<file path="config.mk">
export PLATFORM = sky130hd
export DESIGN_NAME = ccpll_top
export DESIGN_NICKNAME = d
export VERILOG_FILES = /design/src/rtl/ccpll_tick_div.v /design/src/rtl/ccpll_clk_out.v /design/src/rtl/ccpll_top.v
export VERILOG_INCLUDE_DIRS = /design/src /design/src/rtl
export SDC_FILE = /design/constraint.sdc
export NUM_CORES = 1
export LEC_CHECK = 0
export ABC_AREA = 1
export BUFFER_PORTS_ARGS = -buffer_cell sky130_fd_sc_hd__clkbuf_2
export CAP_MARGIN = 0
export CORE_AREA = 8 8 288 290
export CTS_CLUSTER_SIZE = 14
export DETAILED_ROUTE_END_ITERATION = 16
export DIE_AREA = 0 0 296 298
export MAX_ROUTING_LAYER = met4
export PLACE_DENSITY = 0.47
export SLEW_MARGIN = 20
export SYNTH_ARGS = -nofsm -noshare
export SYNTH_HDL_FRONTEND = slang
export SYNTH_SLANG_ARGS = --single-unit
</file>
<file path="constraint.sdc">
create_clock -name core_clk -period 24.3 [get_ports core_clk]
set_input_delay 1.215 -clock core_clk [delete_from_list [all_inputs] [get_ports core_clk]]
set_output_delay 1.215 -clock core_clk [all_outputs]
set_load 0.005 [all_outputs]
</file>
<file path="src/rtl/ccpll_defines.vh">
// register map, field positions and reset values of the codec clock tree
`ifndef CCPLL_DEFINES_VH
`define CCPLL_DEFINES_VH
// register offsets
`define CCPLL_ADDR_ROOT_SEL 8'h04
`define CCPLL_ADDR_PLL_PR 8'h05
`define CCPLL_ADDR_PLL_J 8'h06
`define CCPLL_ADDR_PLL_DMSB 8'h07
`define CCPLL_ADDR_PLL_DLSB 8'h08
`define CCPLL_ADDR_DAC_PREDIV 8'h0b
`define CCPLL_ADDR_DAC_MOD 8'h0c
`define CCPLL_ADDR_DAC_OVERSAMPLE_MSB 8'h0d
`define CCPLL_ADDR_DAC_OVERSAMPLE_LSB 8'h0e
`define CCPLL_ADDR_ADC_PREDIV 8'h12
`define CCPLL_ADDR_ADC_MOD 8'h13
`define CCPLL_ADDR_ADC_OVERSAMPLE_DIVIDER 8'h14
`define CCPLL_ADDR_GP_SEL 8'h19
`define CCPLL_ADDR_GP_DIV 8'h1a
`define CCPLL_ADDR_IFACE 8'h1b
`define CCPLL_ADDR_BCLK_SEL 8'h1d
`define CCPLL_ADDR_BCLK_DIV 8'h1e
`define CCPLL_ADDR_ADC_FLAGS 8'h24
`define CCPLL_ADDR_DAC_FLAGS 8'h25
`define CCPLL_ADDR_GP_ROUTE 8'h34
// field positions
`define CCPLL_EN_BIT 7
`define CCPLL_IFACE_BCLK_OUT_BIT 3
`define CCPLL_ADC_FLAG_BIT 6
`define CCPLL_DAC_FLAG_A_BIT 7
`define CCPLL_DAC_FLAG_B_BIT 3
`define CCPLL_GP_ROUTE_EN_BIT 2
// reset values
`define CCPLL_RST_ROOT_SEL 8'h00
`define CCPLL_RST_PLL_PR 8'h11
`define CCPLL_RST_PLL_J 8'h04
`define CCPLL_RST_ZERO 8'h00
`define CCPLL_RST_DIV 8'h01
`define CCPLL_RST_DAC_OVERSAMPLE_LSB 8'h80
`define CCPLL_RST_ADC_OVERSAMPLE_DIVIDER 8'h80
// divider full counts for a zero field
`define CCPLL_FULL_7 11'h080
`define CCPLL_FULL_8 11'h100
`define CCPLL_FULL_10 11'h400
`define CCPLL_FULL_P 17'h00008
`define CCPLL_FULL_R 24'h000010
`define CCPLL_FULL_J 20'h00000
// fraction scale of j.d
`define CCPLL_FRAC_SCALE 20'h02710
`define CCPLL_FRAC_SCALE17 17'h02710
// root and source selector codes
`define CCPLL_SRC_MCLK 3'h0
`define CCPLL_SRC_BCLK 3'h1
`define CCPLL_SRC_GPIO 3'h2
`define CCPLL_SRC_PLL 3'h3
`define CCPLL_SRC_DAC_PROC 3'h4
`define CCPLL_SRC_DAC_MOD 3'h5
`define CCPLL_SRC_ADC_PROC 3'h6
`define CCPLL_SRC_ADC_MOD 3'h7
`endif

</file>
<file path="src/rtl/ccpll_tick_div.v">
// clock-enable divider: one output tick per ratio input ticks
`timescale 1ns/10ps
module ccpll_tick_div (
	// clock and reset
	input wire core_clk,
	input wire rstn,
	// source and control
	input wire tick_in,
	input wire enable,
	input wire [10:0] ratio,
	// divided tick
	output reg tick_out
);
	reg [10:0] cnt_reg;

	always @(posedge core_clk) begin
		if (!rstn || !enable) begin
			cnt_reg <= 11'h000;
			tick_out <= 1'b0;
		end else begin
			tick_out <= 1'b0;
			if (tick_in) begin
				if (cnt_reg >= ratio - 11'h001) begin
					cnt_reg <= 11'h000;
					tick_out <= 1'b1;
				end else begin
					cnt_reg <= cnt_reg + 11'h001;
				end
			end
		end
	end
endmodule // ccpll_tick_div

</file>
<file path="src/rtl/ccpll_clk_out.v">
// pin clock generator: square wave with a period of ratio source ticks
`timescale 1ns/10ps
module ccpll_clk_out (
	// clock and reset
	input wire core_clk,
	input wire rstn,
	// source and control
	input wire tick_in,
	input wire enable,
	input wire [7:0] ratio,
	// pin level
	output reg clk_out
);
	reg [7:0] cnt_reg;
	wire [7:0] half;
	wire [7:0] cnt_next;

	assign half = (ratio + 8'h01) >> 1;
	assign cnt_next = (cnt_reg >= ratio - 8'h01) ? 8'h00 : cnt_reg + 8'h01;

	always @(posedge core_clk) begin
		if (!rstn || !enable) begin
			cnt_reg <= 8'h00;
			clk_out <= 1'b0;
		end else if (ratio == 8'h01) begin
			clk_out <= tick_in;
		end else if (tick_in) begin
			cnt_reg <= cnt_next;
			clk_out <= (cnt_next < half);
		end
	end
endmodule // ccpll_clk_out

</file>
<file path="src/rtl/ccpll_top.v">
// codec clock tree: root select, fractional pll, dac/adc dividers, pin clocks
// Function
// - dac: two 7-bit dividers, 10-bit oversample divider
// - adc: two 7-bit dividers, 8-bit oversample divider
// - bit 7 gates each dac divider
// - both adc dividers off: use dac chain
// - bit clock out: source divided 1 to 128
// - bit clock source among four internal clocks
// - general clock out, divided, routable to pins
// - 3-bit selector picks general clock source
// - pll enable; out = in*r*j.d/p
// - p in bits 6:4, 1..8, reset 1
// - r in bits 3:0, 1..16, reset 1
// - j in bits 5:0, 0..63, reset 4
// - 14-bit fraction split msb/lsb, reset 0
// - fraction applied on lsb write
// - root clock from mclk, bclk, gpio, pll
`timescale 1ns/10ps
`include "ccpll_defines.vh"
module ccpll_top (
	// clock and reset
	input wire core_clk,
	input wire rstn,
	// reference clock pins
	input wire mclk_pin,
	input wire bclk_pin,
	input wire general_pin_one_in,
	// register port
	input wire reg_wr,
	input wire reg_rd,
	input wire [7:0] reg_addr,
	input wire [7:0] reg_wdata,
	output reg [7:0] reg_rdata,
	// codec power status
	input wire adc_powered_down,
	input wire dac_left_powered_down,
	input wire dac_right_powered_down,
	// internal clock enables
	output reg pll_clock_en,
	output reg dac_processor_clock_en,
	output reg dac_modulator_clock_en,
	output reg dac_sample_en,
	output reg adc_processor_clock_en,
	output reg adc_modulator_clock_en,
	output reg adc_sample_en,
	// bit clock pin
	output reg bclk_out,
	output reg bclk_oe,
	// general clock pins
	output reg general_pin_one_out,
	output reg general_pin_one_oe,
	output reg general_pin_two_out,
	output reg general_pin_two_oe,
	output reg serial_audio_out_pin_out,
	output reg serial_audio_out_pin_oe,
	output reg spi_data_out_out,
	output reg spi_data_out_oe
);
	// zero field means the full count
	function [10:0] div_count;
		input [9:0] field;
		input [10:0] full;
		begin
			div_count = (field == 10'h000) ? full : {1'b0, field};
		end
	endfunction

	// registers
	reg [7:0] root_sel_reg;
	reg [7:0] pll_pr_reg;
	reg [7:0] pll_j_reg;
	reg [5:0] frac_msb_reg;
	reg [7:0] frac_lsb_reg;
	reg [13:0] frac_live_reg;
	reg [7:0] dac_prediv_reg;
	reg [7:0] dac_mod_reg;
	reg [1:0] dac_oversample_msb_reg;
	reg [7:0] dac_oversample_lsb_reg;
	reg [7:0] adc_prediv_reg;
	reg [7:0] adc_mod_reg;
	reg [7:0] adc_oversample_divider_reg;
	reg [2:0] gp_sel_reg;
	reg [7:0] gp_div_reg;
	reg [7:0] iface_reg;
	reg [1:0] bclk_sel_reg;
	reg [7:0] bclk_div_reg;
	reg [2:0] gp_route_reg;
	reg [7:0] rdata_next;

	// pin synchronisers and edge detectors
	reg [2:0] mclk_sync_reg;
	reg [2:0] bclk_sync_reg;
	reg [2:0] gpio_sync_reg;
	wire mclk_edge;
	wire bclk_edge;
	wire gpio_edge;

	always @(posedge core_clk) begin
		if (!rstn) begin
			mclk_sync_reg <= 3'h0;
			bclk_sync_reg <= 3'h0;
			gpio_sync_reg <= 3'h0;
		end else begin
			mclk_sync_reg <= {mclk_sync_reg[1:0], mclk_pin};
			bclk_sync_reg <= {bclk_sync_reg[1:0], bclk_pin};
			gpio_sync_reg <= {gpio_sync_reg[1:0], general_pin_one_in};
		end
	end
	assign mclk_edge = mclk_sync_reg[1] & ~mclk_sync_reg[2];
	assign bclk_edge = bclk_sync_reg[1] & ~bclk_sync_reg[2];
	assign gpio_edge = gpio_sync_reg[1] & ~gpio_sync_reg[2];

	// register writes
	always @(posedge core_clk) begin
		if (!rstn) begin
			root_sel_reg <= `CCPLL_RST_ROOT_SEL;
			pll_pr_reg <= `CCPLL_RST_PLL_PR;
			pll_j_reg <= `CCPLL_RST_PLL_J;
			frac_msb_reg <= 6'h00;
			frac_lsb_reg <= `CCPLL_RST_ZERO;
			frac_live_reg <= 14'h0000;
			dac_prediv_reg <= `CCPLL_RST_DIV;
			dac_mod_reg <= `CCPLL_RST_DIV;
			dac_oversample_msb_reg <= 2'h0;
			dac_oversample_lsb_reg <= `CCPLL_RST_DAC_OVERSAMPLE_LSB;
			adc_prediv_reg <= `CCPLL_RST_DIV;
			adc_mod_reg <= `CCPLL_RST_DIV;
			adc_oversample_divider_reg <= `CCPLL_RST_ADC_OVERSAMPLE_DIVIDER;
			gp_sel_reg <= 3'h0;
			gp_div_reg <= `CCPLL_RST_DIV;
			iface_reg <= `CCPLL_RST_ZERO;
			bclk_sel_reg <= 2'h0;
			bclk_div_reg <= `CCPLL_RST_DIV;
			gp_route_reg <= 3'h0;
		end else if (reg_wr) begin
			case (reg_addr)
				`CCPLL_ADDR_ROOT_SEL: root_sel_reg <= {4'h0, reg_wdata[3:0]};
				`CCPLL_ADDR_PLL_PR: pll_pr_reg <= reg_wdata;
				`CCPLL_ADDR_PLL_J: pll_j_reg <= {2'h0, reg_wdata[5:0]};
				`CCPLL_ADDR_PLL_DMSB: frac_msb_reg <= reg_wdata[5:0];
				`CCPLL_ADDR_PLL_DLSB: begin
					frac_lsb_reg <= reg_wdata;
					frac_live_reg <= {frac_msb_reg, reg_wdata};
				end
				`CCPLL_ADDR_DAC_PREDIV: dac_prediv_reg <= reg_wdata;
				`CCPLL_ADDR_DAC_MOD: dac_mod_reg <= reg_wdata;
				`CCPLL_ADDR_DAC_OVERSAMPLE_MSB: dac_oversample_msb_reg <= reg_wdata[1:0];
				`CCPLL_ADDR_DAC_OVERSAMPLE_LSB: dac_oversample_lsb_reg <= reg_wdata;
				`CCPLL_ADDR_ADC_PREDIV: adc_prediv_reg <= reg_wdata;
				`CCPLL_ADDR_ADC_MOD: adc_mod_reg <= reg_wdata;
				`CCPLL_ADDR_ADC_OVERSAMPLE_DIVIDER: adc_oversample_divider_reg <= reg_wdata;
				`CCPLL_ADDR_GP_SEL: gp_sel_reg <= reg_wdata[2:0];
				`CCPLL_ADDR_GP_DIV: gp_div_reg <= reg_wdata;
				`CCPLL_ADDR_IFACE: iface_reg <= reg_wdata;
				`CCPLL_ADDR_BCLK_SEL: bclk_sel_reg <= reg_wdata[1:0];
				`CCPLL_ADDR_BCLK_DIV: bclk_div_reg <= reg_wdata;
				`CCPLL_ADDR_GP_ROUTE: gp_route_reg <= reg_wdata[2:0];
				default: root_sel_reg <= root_sel_reg;
			endcase
		end
	end

	// register reads
	always @* begin
		case (reg_addr)
			`CCPLL_ADDR_ROOT_SEL: rdata_next = root_sel_reg;
			`CCPLL_ADDR_PLL_PR: rdata_next = pll_pr_reg;
			`CCPLL_ADDR_PLL_J: rdata_next = pll_j_reg;
			`CCPLL_ADDR_PLL_DMSB: rdata_next = {2'h0, frac_msb_reg};
			`CCPLL_ADDR_PLL_DLSB: rdata_next = frac_lsb_reg;
			`CCPLL_ADDR_DAC_PREDIV: rdata_next = dac_prediv_reg;
			`CCPLL_ADDR_DAC_MOD: rdata_next = dac_mod_reg;
			`CCPLL_ADDR_DAC_OVERSAMPLE_MSB: rdata_next = {6'h00, dac_oversample_msb_reg};
			`CCPLL_ADDR_DAC_OVERSAMPLE_LSB: rdata_next = dac_oversample_lsb_reg;
			`CCPLL_ADDR_ADC_PREDIV: rdata_next = adc_prediv_reg;
			`CCPLL_ADDR_ADC_MOD: rdata_next = adc_mod_reg;
			`CCPLL_ADDR_ADC_OVERSAMPLE_DIVIDER: rdata_next = adc_oversample_divider_reg;
			`CCPLL_ADDR_GP_SEL: rdata_next = {5'h00, gp_sel_reg};
			`CCPLL_ADDR_GP_DIV: rdata_next = gp_div_reg;
			`CCPLL_ADDR_IFACE: rdata_next = iface_reg;
			`CCPLL_ADDR_BCLK_SEL: rdata_next = {6'h00, bclk_sel_reg};
			`CCPLL_ADDR_BCLK_DIV: rdata_next = bclk_div_reg;
			`CCPLL_ADDR_GP_ROUTE: rdata_next = {5'h00, gp_route_reg};
			`CCPLL_ADDR_ADC_FLAGS: rdata_next = {1'b0, adc_powered_down, 6'h00};
			`CCPLL_ADDR_DAC_FLAGS: rdata_next = {dac_left_powered_down, 3'h0, dac_right_powered_down, 3'h0};
			default: rdata_next = 8'h00;
		endcase
	end

	always @(posedge core_clk) begin
		if (!rstn) begin
			reg_rdata <= 8'h00;
		end else if (reg_rd) begin
			reg_rdata <= rdata_next;
		end
	end

	// fractional pll as a tick rate multiplier
	reg pll_in_edge;
	reg [26:0] pll_acc_reg;
	reg pll_tick_reg;
	wire pll_on;
	wire [19:0] j_ext;
	wire [19:0] jd_value;
	wire [23:0] r_value;
	wire [23:0] pll_inc;
	wire [16:0] p_value;
	wire [16:0] pll_thresh;
	wire [26:0] pll_sum;

	assign pll_on = pll_pr_reg[`CCPLL_EN_BIT];
	assign j_ext = {14'h0000, pll_j_reg[5:0]};
	assign jd_value = j_ext * `CCPLL_FRAC_SCALE + {6'h00, frac_live_reg};
	assign r_value = (pll_pr_reg[3:0] == 4'h0) ? `CCPLL_FULL_R : {20'h00000, pll_pr_reg[3:0]};
	assign p_value = (pll_pr_reg[6:4] == 3'h0) ? `CCPLL_FULL_P : {14'h0000, pll_pr_reg[6:4]};
	assign pll_inc = r_value * {4'h0, jd_value};
	assign pll_thresh = p_value * `CCPLL_FRAC_SCALE17;
	assign pll_sum = (pll_in_edge && !pll_acc_reg[26]) ? pll_acc_reg + {3'h0, pll_inc} : pll_acc_reg;

	// pll input select
	always @* begin
		case (root_sel_reg[3:2])
			2'h1: pll_in_edge = bclk_edge;
			2'h2: pll_in_edge = gpio_edge;
			default: pll_in_edge = mclk_edge;
		endcase
	end

	always @(posedge core_clk) begin
		if (!rstn || !pll_on) begin
			pll_acc_reg <= 27'h0000000;
			pll_tick_reg <= 1'b0;
		end else if (pll_sum >= {10'h000, pll_thresh}) begin
			pll_acc_reg <= pll_sum - {10'h000, pll_thresh};
			pll_tick_reg <= 1'b1;
		end else begin
			pll_acc_reg <= pll_sum;
			pll_tick_reg <= 1'b0;
		end
	end

	// root clock select
	reg root_tick;
	always @* begin
		case (root_sel_reg[1:0])
			`CCPLL_SRC_MCLK: root_tick = mclk_edge;
			`CCPLL_SRC_BCLK: root_tick = bclk_edge;
			`CCPLL_SRC_GPIO: root_tick = gpio_edge;
			default: root_tick = pll_tick_reg;
		endcase
	end

	// dac chain
	wire dac_proc_tick;
	wire dac_mod_tick;
	wire dac_fs_tick;
	wire dac_pre_en;
	wire dac_mod_en;

	assign dac_pre_en = dac_prediv_reg[`CCPLL_EN_BIT];
	assign dac_mod_en = dac_mod_reg[`CCPLL_EN_BIT];

	ccpll_tick_div u_dac_prediv (
		.core_clk(core_clk),
		.rstn(rstn),
		.tick_in(root_tick),
		.enable(dac_pre_en),
		.ratio(div_count({3'h0, dac_prediv_reg[6:0]}, `CCPLL_FULL_7)),
		.tick_out(dac_proc_tick)
	);

	ccpll_tick_div u_dac_mod (
		.core_clk(core_clk),
		.rstn(rstn),
		.tick_in(dac_proc_tick),
		.enable(dac_mod_en),
		.ratio(div_count({3'h0, dac_mod_reg[6:0]}, `CCPLL_FULL_7)),
		.tick_out(dac_mod_tick)
	);

	ccpll_tick_div u_dac_osr (
		.core_clk(core_clk),
		.rstn(rstn),
		.tick_in(dac_mod_tick),
		.enable(dac_mod_en),
		.ratio(div_count({dac_oversample_msb_reg, dac_oversample_lsb_reg}, `CCPLL_FULL_10)),
		.tick_out(dac_fs_tick)
	);

	// adc chain, falling back to the dac chain
	wire adc_pre_en;
	wire adc_mod_en;
	wire adc_use_dac;
	wire adc_pre_tick;
	wire adc_mod_tick;
	wire adc_proc_sel;
	wire adc_mod_sel;
	wire adc_fs_tick;

	assign adc_pre_en = adc_prediv_reg[`CCPLL_EN_BIT];
	assign adc_mod_en = adc_mod_reg[`CCPLL_EN_BIT];
	assign adc_use_dac = !adc_pre_en && !adc_mod_en;
	assign adc_proc_sel = adc_use_dac ? dac_proc_tick : adc_pre_tick;
	assign adc_mod_sel = adc_use_dac ? dac_mod_tick : adc_mod_tick;

	ccpll_tick_div u_adc_prediv (
		.core_clk(core_clk),
		.rstn(rstn),
		.tick_in(root_tick),
		.enable(adc_pre_en),
		.ratio(div_count({3'h0, adc_prediv_reg[6:0]}, `CCPLL_FULL_7)),
		.tick_out(adc_pre_tick)
	);

	ccpll_tick_div u_adc_mod (
		.core_clk(core_clk),
		.rstn(rstn),
		.tick_in(adc_pre_tick),
		.enable(adc_mod_en),
		.ratio(div_count({3'h0, adc_mod_reg[6:0]}, `CCPLL_FULL_7)),
		.tick_out(adc_mod_tick)
	);

	ccpll_tick_div u_adc_osr (
		.core_clk(core_clk),
		.rstn(rstn),
		.tick_in(adc_mod_sel),
		.enable(adc_use_dac ? dac_mod_en : adc_mod_en),
		.ratio(div_count({2'h0, adc_oversample_divider_reg}, `CCPLL_FULL_8)),
		.tick_out(adc_fs_tick)
	);

	// bit clock output
	reg bclk_src_tick;
	wire bclk_drive;
	wire bclk_level;
	wire [10:0] bclk_ratio;

	always @* begin
		case (bclk_sel_reg)
			2'h0: bclk_src_tick = dac_proc_tick;
			2'h1: bclk_src_tick = dac_mod_tick;
			2'h2: bclk_src_tick = adc_proc_sel;
			default: bclk_src_tick = adc_mod_sel;
		endcase
	end
	assign bclk_drive = iface_reg[`CCPLL_IFACE_BCLK_OUT_BIT];
	assign bclk_ratio = div_count({3'h0, bclk_div_reg[6:0]}, `CCPLL_FULL_7);

	ccpll_clk_out u_bclk_out (
		.core_clk(core_clk),
		.rstn(rstn),
		.tick_in(bclk_src_tick),
		.enable(bclk_drive && bclk_div_reg[`CCPLL_EN_BIT]),
		.ratio(bclk_ratio[7:0]),
		.clk_out(bclk_level)
	);

	// general clock output
	reg gp_src_tick;
	wire gp_level;
	wire [10:0] gp_ratio;
	assign gp_ratio = div_count({3'h0, gp_div_reg[6:0]}, `CCPLL_FULL_7);

	always @* begin
		case (gp_sel_reg)
			`CCPLL_SRC_MCLK: gp_src_tick = mclk_edge;
			`CCPLL_SRC_BCLK: gp_src_tick = bclk_edge;
			`CCPLL_SRC_GPIO: gp_src_tick = gpio_edge;
			`CCPLL_SRC_PLL: gp_src_tick = pll_tick_reg;
			`CCPLL_SRC_DAC_PROC: gp_src_tick = dac_proc_tick;
			`CCPLL_SRC_DAC_MOD: gp_src_tick = dac_mod_tick;
			`CCPLL_SRC_ADC_PROC: gp_src_tick = adc_proc_sel;
			default: gp_src_tick = adc_mod_sel;
		endcase
	end

	ccpll_clk_out u_gp_out (
		.core_clk(core_clk),
		.rstn(rstn),
		.tick_in(gp_src_tick),
		.enable(gp_div_reg[`CCPLL_EN_BIT]),
		.ratio(gp_ratio[7:0]),
		.clk_out(gp_level)
	);

	// registered outputs
	wire gp_route_on;
	assign gp_route_on = gp_route_reg[`CCPLL_GP_ROUTE_EN_BIT];

	always @(posedge core_clk) begin
		if (!rstn) begin
			pll_clock_en <= 1'b0;
			dac_processor_clock_en <= 1'b0;
			dac_modulator_clock_en <= 1'b0;
			dac_sample_en <= 1'b0;
			adc_processor_clock_en <= 1'b0;
			adc_modulator_clock_en <= 1'b0;
			adc_sample_en <= 1'b0;
			bclk_out <= 1'b0;
			bclk_oe <= 1'b0;
			general_pin_one_out <= 1'b0;
			general_pin_one_oe <= 1'b0;
			general_pin_two_out <= 1'b0;
			general_pin_two_oe <= 1'b0;
			serial_audio_out_pin_out <= 1'b0;
			serial_audio_out_pin_oe <= 1'b0;
			spi_data_out_out <= 1'b0;
			spi_data_out_oe <= 1'b0;
		end else begin
			pll_clock_en <= pll_tick_reg;
			dac_processor_clock_en <= dac_proc_tick;
			dac_modulator_clock_en <= dac_mod_tick;
			dac_sample_en <= dac_fs_tick;
			adc_processor_clock_en <= adc_proc_sel;
			adc_modulator_clock_en <= adc_mod_sel;
			adc_sample_en <= adc_fs_tick;
			bclk_out <= bclk_level;
			bclk_oe <= bclk_drive;
			general_pin_one_out <= gp_level;
			general_pin_one_oe <= gp_route_on && (gp_route_reg[1:0] == 2'h0);
			general_pin_two_out <= gp_level;
			general_pin_two_oe <= gp_route_on && (gp_route_reg[1:0] == 2'h1);
			serial_audio_out_pin_out <= gp_level;
			serial_audio_out_pin_oe <= gp_route_on && (gp_route_reg[1:0] == 2'h2);
			spi_data_out_out <= gp_level;
			spi_data_out_oe <= gp_route_on && (gp_route_reg[1:0] == 2'h3);
		end
	end
endmodule // ccpll_top

</file>
## Yosys cells after proc, flatten, opt, wreduce, memory -nomap -nowiden

Cells that the tools add are included.

| cells by class | value |
|---|---|
| add/subtract/negate cells | 21 |
| $mul | 3 |
| divide/modulo/power cells | 0 |
| $lt $le $gt $ge | 11 |
| equal/unequal tests | 37 |
| shift-type cells | 0 |
| multiplexer cells | 39 |
| bitwise logic cells | 13 |
| reductions and logical operators | 67 |

Operators with widths:

| kind | count |
|---|---|
| $pmux W8 S20 | 1 |
| $mux W11 | 7 |
| $add A11 B1 Y11 const B | 6 |
| $ge A11 B11 Y1 | 6 |
| $eq A8 B5 Y1 const B | 8 |
| $mux W8 | 8 |
| $mux W27 | 2 |
| $logic_not A7 Y1 | 6 |
| $eq A8 B4 Y1 const B | 5 |
| $reduce_and A2 Y1 | 20 |
| $sub A8 B1 Y9 const B | 4 |
| $add A8 B1 Y8 const B | 4 |
| $eq A8 B3 Y1 const B | 4 |
| $add A27 B24 Y27 | 1 |
| $ge A27 B17 Y1 | 1 |
| $sub A27 B17 Y27 | 1 |
| $eq A8 B6 Y1 const B | 3 |
| $mul A5 B20 Y24 | 1 |
| $add A20 B14 Y20 | 1 |
| $eq A8 B1 Y1 const B | 2 |
| $ge A8 B8 Y1 | 2 |
| $lt A8 B7 Y1 | 2 |
| $mul A6 B10 Y16 const B | 1 |
| $sub A8 B1 Y8 const B | 2 |
| other kinds (27) | 93 |

| word-level totals | value |
|---|---|
| flip-flop bits (word level) | 277 |
| bits in latches | 0 |
| memory bits (writable) | 0 |
| memory bits (read-only) | 0 |
| bits of input ports | 26 |
| output and inout bits | 25 |
| logic and storage cells | 246 |
| memories | 0 |

## Depth between registers and ports, before layout

| logic depth | value |
|---|---|
| depth after elaboration | 8 |
| depth in mapped cells | 53 |
| gate-level depth less buffers | 52 |

## Cells and area by module

A second synthesis with hierarchy kept.

| unflattened totals | value |
|---|---|
| cell total of the unflattened synthesis | 3390 |
| area total of the unflattened synthesis | 23398.7 um^2 |

By module, submodules not included:

| module | instances | cells each | area an instance (um^2) | seq. area each (um^2) |
|---|---|---|---|---|
| ccpll_top | 1 | 2197 | 14934.3 | 3583.4 |
| ccpll_tick_div (u_adc_mod ...) | 3 | 146 | 1032.2 | 240.2 |
| ccpll_clk_out | 2 | 160 | 1152.4 | 180.2 |
| ccpll_tick_div (u_adc_osr ...) | 2 | 144 | 1016.0 | 240.2 |
| ccpll_tick_div (u_dac_mod) | 1 | 147 | 1031.0 | 240.2 |

## Least setup slack after synthesis

No wires, ideal clock.

| path | value |
|---|---|
| kind | reg-to-reg |
| start point | reg pll_j_reg[1] |
| end point | reg pll_acc_reg[11] |
| setup time | 0.110 ns |
| arrival | 8.545 ns |
| data required time | 24.190 ns |
| slack | 15.645 ns |
| stages on the path, launching flop included | 49 |
| path buffers | 1 |
| period minus slack after synthesis | 8.655 ns |
| path through | dfxtp_1 inv_1 fa_1 fa_1 inv_1 ha_1 inv_1 fa_1 inv_1 ha_1 a21oi_1 inv_1 a31oi_1 xor2_1 nor2_1 fa_1 fa_1 inv_1 (+13 left out) nand2_1 or2_2 a31oi_1 inv_1 ha_1 a21oi_1 o21ai_0 a21oi_1 nand2_1 inv_1 nand4_2 inv_2 nand2_4 nor2_8 buf_4 nand3_1 nand2_1 nor2_2 |

| between the ends | value |
|---|---|
| word-level cells in the longest chain between the ends | 7 |
| elaborated cells on any way between the ends | 8 |
| classes of those cells | add/sub: 3; mul: 2; order compare: 1; mux: 2 |

Ends and longest elaborated chain:

| element | line | text |
|---|---|---|
| start, declared | ccpll_top.v:71 | `reg [7:0] pll_j_reg;` |
| start signal, assigned | ccpll_top.v:118 | `` pll_j_reg <= `CCPLL_RST_PLL_J; `` |
| start signal, assigned | ccpll_top.v:139 | `` `CCPLL_ADDR_PLL_J: pll_j_reg <= {2'h0, reg_wdata[5:0]}; `` |
| $mul A6 B10 Y16 (no source line) (*) | n/a |  |
| $add A20 B14 Y20 (*) | ccpll_top.v:213 | `` assign jd_value = j_ext * `CCPLL_FRAC_SCALE + {6'h00, frac_live_reg}; `` |
| $mul A5 B20 Y24 (*) | ccpll_top.v:216 | `assign pll_inc = r_value * {4'h0, jd_value};` |
| $add A27 B24 Y27 (*) | ccpll_top.v:218 | `assign pll_sum = (pll_in_edge && !pll_acc_reg[26]) ? pll_acc_reg + {3'h0, pll_inc} : pll_acc_reg;` |
| $mux W27 (*) | ccpll_top.v:218 |  |
| $sub A27 B17 Y27 or $ge A27 B17 Y1 (tied branches) | ccpll_top.v:234, ccpll_top.v:233 |  |
| $mux W27 (*) | ccpll_top.v:233 | `end else if (pll_sum >= {10'h000, pll_thresh}) begin` |
| end signal, assigned | ccpll_top.v:234 | `pll_acc_reg <= pll_sum - {10'h000, pll_thresh};` |
| end signal, assigned | ccpll_top.v:237 | `pll_acc_reg <= pll_sum;` |
| end, declared | ccpll_top.v:200 | `reg [26:0] pll_acc_reg;` |

Mark *: on every way between the ends. The rest lies on a longest branch, timed or not.
A chain may end at the register's enable or synchronous reset.

## Worst setup path after layout

| path | value |
|---|---|
| start point | reg pll_j_reg[1] |
| end point | reg pll_acc_reg[14] |

Same word-level chain as after synthesis.

==> results.tsv <==
stage	metric	value	unit
outcome	status	complete, no violations	
placement	post-place-cells	4138	
yosys	yosysTopAreaCell	dfxtp_1	
hold_path	hold_path.class	flip-flop to flip-flop	
power	powerDensity	45.0	mW/mm2
floorplan	start_util	0.277	
clock_tree	clockBufferDepth	3	
timing	rsz0062_at_grt	false	
global_routing	overflow	0	
global_routing	grt_pass1_vias	19222	
layout	fin_nets	3453	
timing	period_needed	9.82	ns
floorplan	dieArea	0.0882	mm2
yosys	synthCells	3095	
timing	max_freq	102	MHz
yosys	synthFlopType	dfxtp_1	
drt	routedWlPerCell	16.2	um
critical_path	cpMostUsedCell	inv_1	
clock_tree	postCtsSetupRepairBufs	0	
clock_tree	cts_tree	done	
global_routing	grt_pass1_wl	108000	um
yosys	synth_nets	3420	
timing	hold_viol	0	
placement	port_buffers	50	
clock_tree	worstSkewPairLatency	0.57	ns
drt	drt-vias-per-instance	4.69	
yosys	synth_enable_flop_cells	0	
yosys	syn_avg_cell_area	7.00	um2
critical_path	crit_buf_inv	13	
yosys	ys_types	64	
critical_path	cpPeakStageDelay	0.56	ns
layout	largest_register_ffs	27	
clock_tree	root_buffer	clkbuf_16	
floorplan	die_y	298	um
power	p_leak	0.0111	uW
critical_path	required	24.80	ns
layout	post-route-cell-area	0.0243	mm2
drt	dr.pass1.iters	5	
timing	setup_viol	0	
placement	postPlaceCellArea	0.0230	mm2
placement	routabilityCongestion	0.909	
floorplan	chipWidth	296	um
global_routing	antenna_found_initial	8	
floorplan	core	0.0784	mm2
yosys	synth_top_area_share	0.248	
critical_path	path_delay_family	adder cells	
drt	drt_iter0_markers	1394	
layout	drive_gt1_frac	0.0656	
critical_path	reg2reg_slack	14.48	ns
global_routing	grt_util_all_layers	0.157	
critical_path	crit_slowest_cell	dfxtp_1	
drt	ant_nets	0	
floorplan	pin_count	51	
critical_path	crit_fanout	15	
yosys	ys_seq_area_frac	0.248	
timing	fin_crit_sh	0.404	
critical_path	arrival	10.31	ns
yosys	synth_warnings	0	
flow_run	drv_cap	0	
drt	drc	0	
layout	fill_cells	8666	
yosys	ys_ff_latch	269	
timing	skew	0.0341	ns
global_routing	grt_start_max_net_pins	77	
clock_tree	cts_buffers	38	
critical_path	start_kind	flip-flop	
drt	finalWirelength	68000	um
timing	relSlewSlack	0.347	
timing	worst_hold_slack	0.415	ns
yosys	async_flop_share	0	
power	total_power	1090	uW
clock_tree	cts_hold_buf	0	
yosys	synthTopCellsByArea	dfxtp_1 (25%), ha_1 (14%), nand2_1 (9.8%)	
yosys	synthesis.area	0.0217	mm2
drt	vias	19768	
clock_tree	cts.reportedPaths.clkPinSlew	0.07	ns
floorplan	num_rows	103	
clock_tree	htreeDepth	2	
critical_path	end_kind	flip-flop	
critical_path	worstSetupPathType	flip-flop to flip-flop	
timing	fin_tns_setup	0	ns
layout	area_growth	12.2	%
placement	dpl.hpwl	54200	um
power	vdd_drop_max	0.0422	mV
timing	tightest_slew	0.979	ns
clock_tree	clock_sinks	269	
timing	slew_viol_final	0	
clock_tree	cts-resized-gates	0	
layout	finalNonFillerCells	4211	
worst paths after layout:
path | start | endpoint | cells after the start
max reg2reg | pll_j_reg[1] | pll_acc_reg[14] | 48
min reg2reg | u_dac_osr.tick_out | dac_sample_en | 2
min | u_dac_osr.tick_out | dac_sample_en | 2
max | pll_j_reg[1] | pll_acc_reg[14] | 48
cell usage after synthesis (3+ instances only):
| cell | count |
|---|---|
| a211oi_1 | 14 |
| a21oi_1 | 280 |
| a221oi_1 | 8 |
| a31oi_1 | 16 |
| a41oi_1 | 5 |
| and2_1 | 3 |
| buf_2 | 4 |
| buf_4 | 5 |
| buf_6 | 3 |
| clkbuf_1 | 48 |
| clkinv_1 | 6 |
| dfxtp_1 | 269 |
| fa_1 | 64 |
| ha_1 | 235 |
| inv_1 | 460 |
| inv_2 | 3 |
| nand2_1 | 565 |
| nand2_2 | 17 |
| nand2_4 | 3 |
| nand3_1 | 125 |
| nand3_2 | 4 |
| nand3b_1 | 12 |
| nand4_1 | 39 |
| nor2_1 | 340 |
| nor2_2 | 22 |
| nor2_4 | 3 |
| nor3_1 | 50 |
| nor3_2 | 4 |
| nor3b_1 | 8 |
| nor4_1 | 13 |
| o2111ai_1 | 7 |
| o211ai_1 | 10 |
| o21a_1 | 4 |
| o21ai_0 | 199 |
| o21ai_1 | 8 |
| o221ai_1 | 4 |
| o22ai_1 | 30 |
| o31ai_1 | 5 |
| or2_2 | 21 |
| xnor2_1 | 46 |
| xor2_1 | 105 |
metrics by stage:
stage | setup slack, ns | util
2_1_floorplan | 15.64 | -
3_3_place_gp | 14.64 | 0.293
3_5_place_dp | 14.52 | 0.293
4_1_cts | 14.44 | 0.310
5_1_grt | 13.64 | 0.310
6_report | 14.48 | 0.310
layer usage:
| layer | vias to the layer above | share of wire | wire length (um) | track usage |
|---|---|---|---|---|
| met1 | 9084 | 0.50 | 34000 | 0.222 |
| li1 | 10215 | - | - | - |
| met4 | 0 | 0.018 | 1190 | 0.0312 |
| met2 | 395 | 0.43 | 29200 | 0.237 |
| met3 | 74 | 0.054 | 3650 | 0.0247 |
| met5 | - | 0 | 0 | - |
cell usage in the layout, fill, tap and decap left out, drive strengths merged, types with 5 or more instances in the layout:
cell,Yosys,layout
a211oi,14,14
a21oi,281,281
a221oi,8,8
a31oi,16,16
a41oi,5,5
buf,15,7
bufinv,0,5
clkbuf,48,95
clkinv,7,17
dfxtp,269,269
diode,0,6
fa,64,64
ha,235,235
inv,465,469
nand2,585,585
nand3,130,130
nand3b,12,12
nand4,40,40
nor2,366,366
nor3,54,54
nor3b,8,8
nor4,13,13
o2111ai,7,7
o211ai,10,10
o21ai,208,208
o22ai,30,30
o31ai,5,5
or2,23,23
xnor2,46,46
xor2,105,105
worst register-to-register path, delay by kind of cell, from the launching register on:
family,cells,cell delay (ns)
AO/OA/AOI/OAI,7,1.11
flip-flops,1,0.56
XOR/XNOR,2,0.57
adder cells (fa/ha/maj),11,4.51
AND/OR/NAND/NOR,15,1.90
buffers and inverters,13,1.06
where the power goes:
group          total (uW)  leakage [uW]  internal (uW)  switching, uW
registers             443       0.00217            442          0.936
logic                62.9       0.00825           18.1           44.8
clock network         588      0.000640            356            232
total                1090        0.0111            817            277
area by class of cell:
type / count / area (um2) / area share
inverter: 472 / 1780 / 0.0731
antenna: 6 / 15.0 / 0.000618
timing repair buffer: 56 / 298 / 0.0122
tap: 1050 / 1310 / 0.0540
clock buffer: 46 / 1020 / 0.0420
multi-input combinational: 2291 / 14200 / 0.585
clock inverter: 21 / 283 / 0.0116
sequential: 269 / 5390 / 0.221
cell families after synthesis:
kind of cell,count (synthesis),synth area share
fa+ha+maj,299,0.195
compound gates,603,0.152
xor+xnor,151,0.0610
other cells,1,0.000173
buf+inv,535,0.0956
flops,269,0.248
simple gates,1237,0.248
No activity file was read; power rests on OpenSTA's default activity.
